## src/common/psc_pll_map.vh

```
// register map, field positions and reset values of the loop setup control block
`ifndef PSC_PLL_MAP_VH
`define PSC_PLL_MAP_VH

// ----------------------------------------------------------------------------
// register word indices (byte address = index * 4)
// ----------------------------------------------------------------------------
`define PSC_IDX_CONTROL     10'h089
`define PSC_IDX_REF_DIV     10'h08a
`define PSC_IDX_FILTER      10'h08b
`define PSC_IDX_MULT        10'h08c
`define PSC_IDX_IRQ_STATUS  10'h08d
`define PSC_IDX_IRQ_MASK    10'h08e

// ----------------------------------------------------------------------------
// pll_control fields
// ----------------------------------------------------------------------------
`define PSC_CTL_BIAS_BIT    0
`define PSC_CTL_EN_BIT      1
`define PSC_CTL_SRC_BIT     2
`define PSC_CTL_LOCK_BIT    4

// ----------------------------------------------------------------------------
// loop_filter_config fields
// ----------------------------------------------------------------------------
`define PSC_FLT_RANGE_LSB   0
`define PSC_FLT_RANGE_MSB   3
`define PSC_FLT_ICO_LSB     4
`define PSC_FLT_ICO_MSB     5

// ----------------------------------------------------------------------------
// interrupt status / mask fields
// ----------------------------------------------------------------------------
`define PSC_IRQ_GAINED_BIT  0
`define PSC_IRQ_LOST_BIT    1

// ----------------------------------------------------------------------------
// reset values and timing
// ----------------------------------------------------------------------------
`define PSC_RST_BYTE        8'h00
`define PSC_RST_IRQ         2'h0
`define PSC_LOCK_SETTLE     16'h0040

`endif

```

## src/hdl/psc_lock_qualifier.v

```verilog
// qualifies the raw analog lock indication into the lock flag
`include "psc_pll_map.vh"

module psc_lock_qualifier #(
  parameter [15:0] SETTLE_CYCLES = `PSC_LOCK_SETTLE
) (
  input  wire core_clk,
  input  wire rst_b,
  input  wire loopRun,
  input  wire lockRaw,
  output reg  lockFlag_q
);

  reg [15:0] settleCnt_q;

  // ----------------------------------------------------------------------------
  // settle counter
  // ----------------------------------------------------------------------------
  // a glitchy comparator must hold steady before lock is claimed
  always @(posedge core_clk or negedge rst_b) begin
    if (!rst_b) begin
      settleCnt_q <= 16'h0000;
      lockFlag_q  <= 1'b0;
    end else if (!loopRun || !lockRaw) begin
      settleCnt_q <= 16'h0000;
      lockFlag_q  <= 1'b0;
    end else if (settleCnt_q >= SETTLE_CYCLES) begin
      lockFlag_q  <= 1'b1;
    end else begin
      settleCnt_q <= settleCnt_q + 16'h0001;
    end
  end

endmodule // psc_lock_qualifier

```

## src/hdl/psc_pll_setup_control.v

```verilog
// wishbone register block controlling the system clock multiplier loop
//
// The Wishbone slave port was decided locally.
`include "psc_pll_map.vh"

module psc_pll_setup_control #(
  parameter [15:0] SETTLE_CYCLES = `PSC_LOCK_SETTLE
) (
  input  wire        core_clk,
  input  wire        rst_b,
  // wishbone classic slave
  input  wire        cyc_i,
  input  wire        stb_i,
  input  wire        we_i,
  input  wire [11:0] adr_i,
  input  wire [3:0]  sel_i,
  input  wire [31:0] dat_i,
  output reg  [31:0] dat_o,
  output reg         ack_o,
  // analog loop
  input  wire        lockRaw,
  output wire        biasPowerOn,
  output wire        loopEnable,
  output wire        refSourceSelect,
  output wire [7:0]  refDivider,
  output wire [3:0]  loopFilterRange,
  output wire [1:0]  oscCurrentRange,
  output wire [7:0]  multiplierFactor,
  // interrupt
  output wire        irqOut
);

  reg  [2:0] ctl_q;
  reg  [7:0] refDiv_q;
  reg  [5:0] filter_q;
  reg  [7:0] mult_q;
  reg  [1:0] irqStatus_q;
  reg  [1:0] irqMask_q;
  reg        lockPrev_q;
  reg  [31:0] rdData_d;
  wire        lockFlag;
  wire        lockGained;
  wire        lockLost;
  wire        wrStrobe;
  wire        lane0Wr;
  wire [9:0]  wordIdx;

  function hit;
    input [9:0] idx;
    input [9:0] target;
    begin
      hit = (idx == target);
    end
  endfunction

  // ----------------------------------------------------------------------------
  // bus handshake
  // ----------------------------------------------------------------------------
  // one wait state: data is registered, ack follows the request by one edge
  assign wordIdx  = adr_i[11:2];
  assign wrStrobe = cyc_i && stb_i && we_i && ack_o;
  assign lane0Wr  = wrStrobe && sel_i[0];

  always @(posedge core_clk or negedge rst_b) begin
    if (!rst_b) begin
      ack_o <= 1'b0;
      dat_o <= 32'h00000000;
    end else begin
      ack_o <= cyc_i && stb_i && !ack_o;
      if (cyc_i && stb_i && !ack_o && !we_i) begin
        dat_o <= rdData_d;
      end
    end
  end

  // ----------------------------------------------------------------------------
  // read mux
  // ----------------------------------------------------------------------------
  // unmapped words answer normally with zero data
  always @* begin
    rdData_d = 32'h00000000;
    if (hit(wordIdx, `PSC_IDX_CONTROL)) begin
      rdData_d[`PSC_CTL_LOCK_BIT] = lockFlag;
      rdData_d[`PSC_CTL_SRC_BIT]  = ctl_q[2];
      rdData_d[`PSC_CTL_EN_BIT]   = ctl_q[1];
      rdData_d[`PSC_CTL_BIAS_BIT] = ctl_q[0];
    end else if (hit(wordIdx, `PSC_IDX_REF_DIV)) begin
      rdData_d[7:0] = refDiv_q;
    end else if (hit(wordIdx, `PSC_IDX_FILTER)) begin
      rdData_d[5:0] = filter_q;
    end else if (hit(wordIdx, `PSC_IDX_MULT)) begin
      rdData_d[7:0] = mult_q;
    end else if (hit(wordIdx, `PSC_IDX_IRQ_STATUS)) begin
      rdData_d[1:0] = irqStatus_q;
    end else if (hit(wordIdx, `PSC_IDX_IRQ_MASK)) begin
      rdData_d[1:0] = irqMask_q;
    end
  end

  // ----------------------------------------------------------------------------
  // configuration registers
  // ----------------------------------------------------------------------------
  always @(posedge core_clk or negedge rst_b) begin
    if (!rst_b) begin
      ctl_q     <= 3'h0;
      refDiv_q  <= `PSC_RST_BYTE;
      filter_q  <= 6'h00;
      mult_q    <= `PSC_RST_BYTE;
      irqMask_q <= `PSC_RST_IRQ;
    end else if (lane0Wr) begin
      if (hit(wordIdx, `PSC_IDX_CONTROL)) begin
        // bias and enable may drop in one write
        ctl_q <= {dat_i[`PSC_CTL_SRC_BIT], dat_i[`PSC_CTL_EN_BIT],
                  dat_i[`PSC_CTL_BIAS_BIT]};
      end
      if (hit(wordIdx, `PSC_IDX_REF_DIV)) begin
        refDiv_q <= dat_i[7:0];
      end
      if (hit(wordIdx, `PSC_IDX_FILTER)) begin
        filter_q <= dat_i[5:0];
      end
      if (hit(wordIdx, `PSC_IDX_MULT)) begin
        mult_q <= dat_i[7:0];
      end
      if (hit(wordIdx, `PSC_IDX_IRQ_MASK)) begin
        irqMask_q <= dat_i[1:0];
      end
    end
  end

  assign biasPowerOn      = ctl_q[0];
  assign loopEnable       = ctl_q[1];
  assign refSourceSelect  = ctl_q[2];
  // the analog loop forms ref * multiplier / divider from these
  assign refDivider       = refDiv_q;
  assign multiplierFactor = mult_q;
  assign loopFilterRange  = filter_q[`PSC_FLT_RANGE_MSB:`PSC_FLT_RANGE_LSB];
  assign oscCurrentRange  = filter_q[`PSC_FLT_ICO_MSB:`PSC_FLT_ICO_LSB];

  // ----------------------------------------------------------------------------
  // lock qualification
  // ----------------------------------------------------------------------------
  psc_lock_qualifier #(
    .SETTLE_CYCLES (SETTLE_CYCLES)
  ) uLock (
    .core_clk   (core_clk),
    .rst_b      (rst_b),
    .loopRun    (ctl_q[0] && ctl_q[1]),
    .lockRaw    (lockRaw),
    .lockFlag_q (lockFlag)
  );

  // ----------------------------------------------------------------------------
  // interrupt status
  // ----------------------------------------------------------------------------
  // a new event beats a write-one-to-clear in the same cycle
  assign lockGained = lockFlag && !lockPrev_q;
  assign lockLost   = !lockFlag && lockPrev_q;

  always @(posedge core_clk or negedge rst_b) begin
    if (!rst_b) begin
      lockPrev_q  <= 1'b0;
      irqStatus_q <= `PSC_RST_IRQ;
    end else begin
      lockPrev_q <= lockFlag;
      irqStatus_q[`PSC_IRQ_GAINED_BIT] <= lockGained ||
        (irqStatus_q[`PSC_IRQ_GAINED_BIT] &&
         !(lane0Wr && hit(wordIdx, `PSC_IDX_IRQ_STATUS) && dat_i[0]));
      irqStatus_q[`PSC_IRQ_LOST_BIT] <= lockLost ||
        (irqStatus_q[`PSC_IRQ_LOST_BIT] &&
         !(lane0Wr && hit(wordIdx, `PSC_IDX_IRQ_STATUS) && dat_i[1]));
    end
  end

  assign irqOut = |(irqStatus_q & irqMask_q);

endmodule // psc_pll_setup_control

```

## config.mk

```make
export PLATFORM = sky130hd
export DESIGN_NAME = psc_pll_setup_control
export DESIGN_NICKNAME = d
export VERILOG_FILES = /design/src/hdl/psc_lock_qualifier.v /design/src/hdl/psc_pll_setup_control.v
export VERILOG_INCLUDE_DIRS = /design/src /design/src/common
export SDC_FILE = /design/constraint.sdc
export NUM_CORES = 1
export LEC_CHECK = 0
export ABC_AREA = 1
export BUFFER_PORTS_ARGS = -buffer_cell sky130_fd_sc_hd__buf_2
export CAP_MARGIN = 20
export CORE_AREA = 2 2 86 88
export DETAILED_ROUTE_END_ITERATION = 10
export DIE_AREA = 0 0 88 90
export GPL_ROUTABILITY_DRIVEN = 0
export HOLD_SLACK_MARGIN = 0.15
export MAX_ROUTING_LAYER = met4
export PLACE_DENSITY_LB_ADDON = 0.3
export SLEW_MARGIN = 30
export SYNTH_ARGS = -nofsm -noshare
export SYNTH_HDL_FRONTEND = slang
export SYNTH_HIERARCHICAL = 1
export SYNTH_SLANG_ARGS = --single-unit
```

## constraint.sdc

```tcl
create_clock -name core_clk -period 1.3 [get_ports core_clk]
set_input_delay 0.26 -clock core_clk [delete_from_list [all_inputs] [get_ports core_clk]]
set_output_delay 0.26 -clock core_clk [all_outputs]
set_load 0.05 [all_outputs]
```

# Word level (Yosys, flattened, before mapping)
# Index checks and enable logic that the tools add are counted.
# classes
n_addsub	1
mul	0
div	0
n_lt_le_gt_ge	1
eq_ne	7
n_shift	0
mux	15
n_bitwise	1
n_reduce_logical	32
# ops
op	n
== test 10 x 8 -> 1 bit, second input constant	6
two-way mux 16 bit	2
adder 16 x 1 -> 16 bit, second input constant	1
greater-or-equal comparator 16 x 7 -> 1 bit, second input constant	1
logical AND 1 bit	14
two-way mux 6 bit	2
AND reduction 2 bit	5
logical NOT 1 bit	8
two-way mux 2 bit	4
two-way mux 8 bit	1
two-way mux 3 bit	2
two-way mux 1 bit	4
logical OR 1 bit	3
AND 2 bit	1
!= test 2 x 1 -> 1 bit, second input constant	1
nonzero test 2 bit	1
OR reduction 2 bit	1
# totals
ff_bits	56
latchBits	0
mem_bits_rw	0
rom_bits	0
inputBits	54
out_inout_bits	59
elab_cells	68
mem_count	0

# Logic depth before layout (Yosys ltp)
# depth
depth_word	9
mapped_depth	10
depth_no_buf	10

# Modules after synthesis
# The synthesis kept the hierarchy.
# modules_own_cells
mod	instances	cells_each	area_per_inst_um2	seq_area_each_um2
psc_pll_setup_control	1	272	2219.6	975.9
psc_lock_qualifier	1	91	810.8	425.4

# Worst setup path before layout
# OpenSTA, ideal clock, no wires.
# synth_path
kind	flip-flop to flip-flop
startpoint	register ack_o
endpoint	register refDiv_q[6] (netlist: refDivider[6])
setup_ns	0.119
arrival_time_ns	1.475
t_required_ns	1.181
setup_slack_ns	-0.294
stages_incl_launch_ff	7
n_path_buf	1
period_less_slack_ns	1.594
cell_sequence	dfrtp_1 nand3_1 nor2_4 nand2_2 buf_6 nand2_2 o21ai_2
# synth_via
elab_chain_cells	3
# synth_lines
element	line	source
start, declared	psc_pll_setup_control.v:19	output reg ack_o,
start signal, assigned	psc_pll_setup_control.v:69	ack_o <= cyc_i && stb_i && !ack_o;
logical AND 1 bit	psc_pll_setup_control.v:61	assign wrStrobe = cyc_i && stb_i && we_i && ack_o;
logical AND 1 bit	psc_pll_setup_control.v:62	assign lane0Wr = wrStrobe && sel_i[0];
AND reduction 2 bit (no source line)	-	
end signal, assigned	psc_pll_setup_control.v:106	refDiv_q <= `PSC_RST_BYTE;
end signal, assigned	psc_pll_setup_control.v:117	refDiv_q <= dat_i[7:0];
end, declared	psc_pll_setup_control.v:34	reg [7:0] refDiv_q;
# Every way passes these cells.
# A chain may end at the register's enable or synchronous reset.

# Worst setup path after layout
# layout_path
startpoint	register irqStatus_q[1]
endpoint	output irqOut
# layout_via
elab_chain_cells	2
# layout_lines
element	line	source
start, declared	psc_pll_setup_control.v:37	reg [1:0] irqStatus_q;
start signal, assigned	psc_pll_setup_control.v:163	irqStatus_q <= `PSC_RST_IRQ;
start signal, assigned by index	psc_pll_setup_control.v:166	irqStatus_q[`PSC_IRQ_GAINED_BIT] <= lockGained ||
start signal, assigned by index	psc_pll_setup_control.v:169	irqStatus_q[`PSC_IRQ_LOST_BIT] <= lockLost ||
AND 2 bit	psc_pll_setup_control.v:175	assign irqOut = |(irqStatus_q & irqMask_q);
OR reduction 2 bit	psc_pll_setup_control.v:175	
end, declared	psc_pll_setup_control.v:30	output wire irqOut
# Every way passes these cells.

==> summary.md <==
| Metric | Value |
|---|---|
| Run status | finished with violations |
| Violated checks | negative setup slack |
| Hold Path Stages | 3 |
| Post-synthesis mux area share | 0 |
| Cells after Synth | around 360 |
| Final hold violation count | 0 |
| Final setup margin | -82.19 ps |
| TNS Setup | -82.19 ps |
| Max layer used | met4 |
| Clock power share | 0.320 |
| Worst R2R Path Depth | 6 |
| Most frequent cell after synthesis | nand2_1 |
| Kind of end point of the critical path | output port |
| Core area | 0.007020 sq mm |
| Largest net degree at the start of global routing | 57 |
| XOR/XNOR Fraction of Synth Area | 0 |
| Tmin final | 1382 ps |
| Met3 routed WL | 364 um |
| Die ar. | around 0.008 sq mm |
| Starting Density | 0.4317 |
| Synth top area cells | dfrtp_1 (46%), nand2_1 (10%), buf_4 (6.4%) |
| Clock root buffer | clkbuf_8 |
| Register share of total power | 0.557 |
| Synth top cells by count | nand2_1 (83), dfrtp_1 (56), inv_1 (38) |
| Vias per cell | ~4.7 |
| ANT cells | 0 |
| P_int | roughly 2.3 mW |
| Final period utilization | 1.063 |
| Post-Route M1 WL | approximately 3.2 mm |
| Pwr per Cell Area | 841.6 mW/mm^2 |
| Routed vias | 2,588 |
| Critical Path RT | approximately 1000 ps |
| Number of nets still failing antenna checks after routing | 0 |
| Net Sw Frac | 0.2800 |
| Multi-input gate area | approximately 0.0013 sq mm |
| Max Cap Viol | 0 |
| Commonest register cell after synthesis | dfrtp_1 |
| Simple-Gate Fraction of Synth Area | 0.3105 |
| Vias in the first global route | about 2.4k |
| Distinct cells, synth | 29 |
| Mapped Area | about 0.0030 sq mm |
| H-Tree Depth | 2 |
| Final slew viol count | 0 |
| Worst skew pair latency | around 320 ps |
| Final net count | a little over 500 |
| RSZ-0062 raised after global routing | yes |
| Die H | around 90 um |
| Worst-path clk slew | about 90 ps |
| Setup CP Type | reg -> out |
| Post-synthesis compound-gate area fraction | 0.08382 |
| Crit start category | register |
| Post-synth top area share | 0.4624 |
| Maximum clock frequency | slightly above 700 MHz |
| Register Area | 0.001405 sq mm |
| PortBufs | 59 |
| Synth Register Bits | 56 |
| Clock Skews | ~12 ps |
| Row Count | 31 |
| Sw Pwr | 0.8778 mW |
| CP arrival | about 1100 ps |
| Synth Area in Adders | 0.008258 |
| Dominant cell type by area after synthesis | dfrtp_1 |
| FF-to-FF setup slack | 30 ps |
| Drt wl/cell | approximately 13 um |
| VDD IR-drop max | roughly 0.51 mV |
| Worst hold path type | in -> reg |
| First-pass GRT wire length | 11.10 mm |
| Fraction of layout cells with a size suffix above 1 | 0.3178 |
| Comb power frac | 0.123 |
| # clock sinks | 56 |
| Total global-route track usage | 0.1830 |
| FFs w/ async S/R, synth | 1.000 |
| Seq/Total Area, Yosys | 0.4624 |
| Area Growth Syn to Fin | 22.91% |
| Post-Route WL | between 6 and 7 mm |
| Ports | around 110 |
| HPWL Detailed | 4.989 mm |
| WHS | roughly 230 ps |
| Worst hold start | dat_i[7] |
| RR Endpoint | multiplierFactor[2] |
| Inserted Clock Buffers | 5 |
| 1st-pass router iterations | 4 |
| Static Leak | between 1.5 and 2 nW |
| Initial antenna violation count | 0 |
| Die width | 88 um |
| Met2 routed WL | between 3 and 4 mm |
| FF-to-FF Start | ack_o |
| CP max FO | 2 |
| Number of fill cells | just under 700 |
| Synth warnings | 6 |
| Remaining global-route overflow | 0 |
| DR iter-0 viols | between 100 and 150 |
| Post-synth EDFFs | 0 |
| TritonCTS clock tree | done |
| Setup violators final | 1 |
| Hold EP | refDivider[7] |
| Largest family of logic cells by synthesized area | simple AND/OR/NAND/NOR gates |
| Clk buf depth | 2 |
| Avg Synthesized Cell Area | 8.348 sq um |
| # DRC | 0 |
power by group through the flow:
stage	Clock, mW	Combinational, mW	Sequential (mW)
final	1.00	0.386	1.75
after global routing	1.09	0.421	1.75
after CTS	1.04	0.379	1.75
after detailed placement	0	0.375	1.78
after global placement	0	0.371	1.78
after floorplan	0	0.283	1.79
final cells by class:
class | count | area share
Sequential cell | 56 | 0.3772
Multi-Input combinational cell | 257 | 0.3584
Timing Repair Buffer | 86 | 0.1609
Inverter | 43 | 0.04535
Tap cell | 99 | 0.03326
Clock buffer | 6 | 0.02217
Clock inverter | 2 | 0.002687
worst max path at each step:
| stage | from | endpoint |
|---|---|---|
| after floorplan | ack_o | refDivider[6] |
| after global placement | adr_i[8] | filter_q[0] |
| after detailed placement | adr_i[8] | dat_o[6] |
| after CTS | irqMask_q[1] | irqOut |
| after global routing | irqStatus_q[1] | irqOut |
| final | irqStatus_q[1] | irqOut |
timing repair:
action | CTS | global route
setup buffers | 2 | 3
endpoints found under the setup margin | 1 | 31
hold buffers | 1 | 0
gates resized for setup | 2 | 13
pin swaps | 1 | 6
cloned | 0 | 1
endpoints found under the hold margin | 56 | 0
cell families (layout without fill, tap and decap cells):
kind of cell    after synthesis  count (layout)
buf+inv                      74             137
simple gates                192             193
compound gates               38              38
fa+ha+maj                     2               2
flops                        56              56
other cells                   1              24
sequential cells by signal (all words and copies together) (netlist names):
signal	flops
uLock/settleCnt_q	16
multiplierFactor	8
ack_o	1
lockPrev_q	1
dat_o	8
irqMask_q	2
refDivider	8
uLock/lockFlag_q	1
irqStatus_q	2
ctl_q	3
filter_q	6
critical path: stages, from the launching register on:
cell,delay [ps]
dfrtp_1,400
a22o_1,260
buf_6,160
metrics by stage:
step                utilization  cell area [sq um]  worst slack, ps  std cells  total power [mW]
floorplan                     -               3129           -77.15        386             2.072
global placement         0.5028               3530           -85.50        534             2.152
detailed placement       0.5028               3530           -146.6        534             2.156
CTS                      0.5204               3654           -87.08        545             3.164
global route             0.5306               3725           -105.7        549             3.258
finish                   0.5306               3725           -82.19        549             3.135
layer usage:
layer,up-vias,track usage
li1,1299,-
met1,1203,0.2421
met2,76,0.2885
met3,10,0.03489
met4,0,0.04744
met5,-,-
placed cells by master (no fill, tap or decap), types with 2 or more instances in the layout:
master,netlist,final
nand4_1,24,24
buf_2,2,54
nand3_2,2,5
buf_4,26,18
clkinv_1,3,2
o21ai_2,14,14
buf_12,0,6
clkbuf_8,0,6
ha_1,2,2
dfrtp_1,56,53
clkinv_2,0,2
nand2_2,10,11
nor2_1,31,30
o21ai_0,11,7
nand3_1,28,26
buf_6,3,3
nor2_4,3,3
dfrtp_2,0,3
o21bai_1,2,2
o21ai_1,9,13
inv_1,38,38
conb_1,1,24
nand2_1,83,82
clkbuf_4,0,4
inv_4,2,3
nor2_2,5,6
No activity file was read; power rests on OpenSTA's default activity.
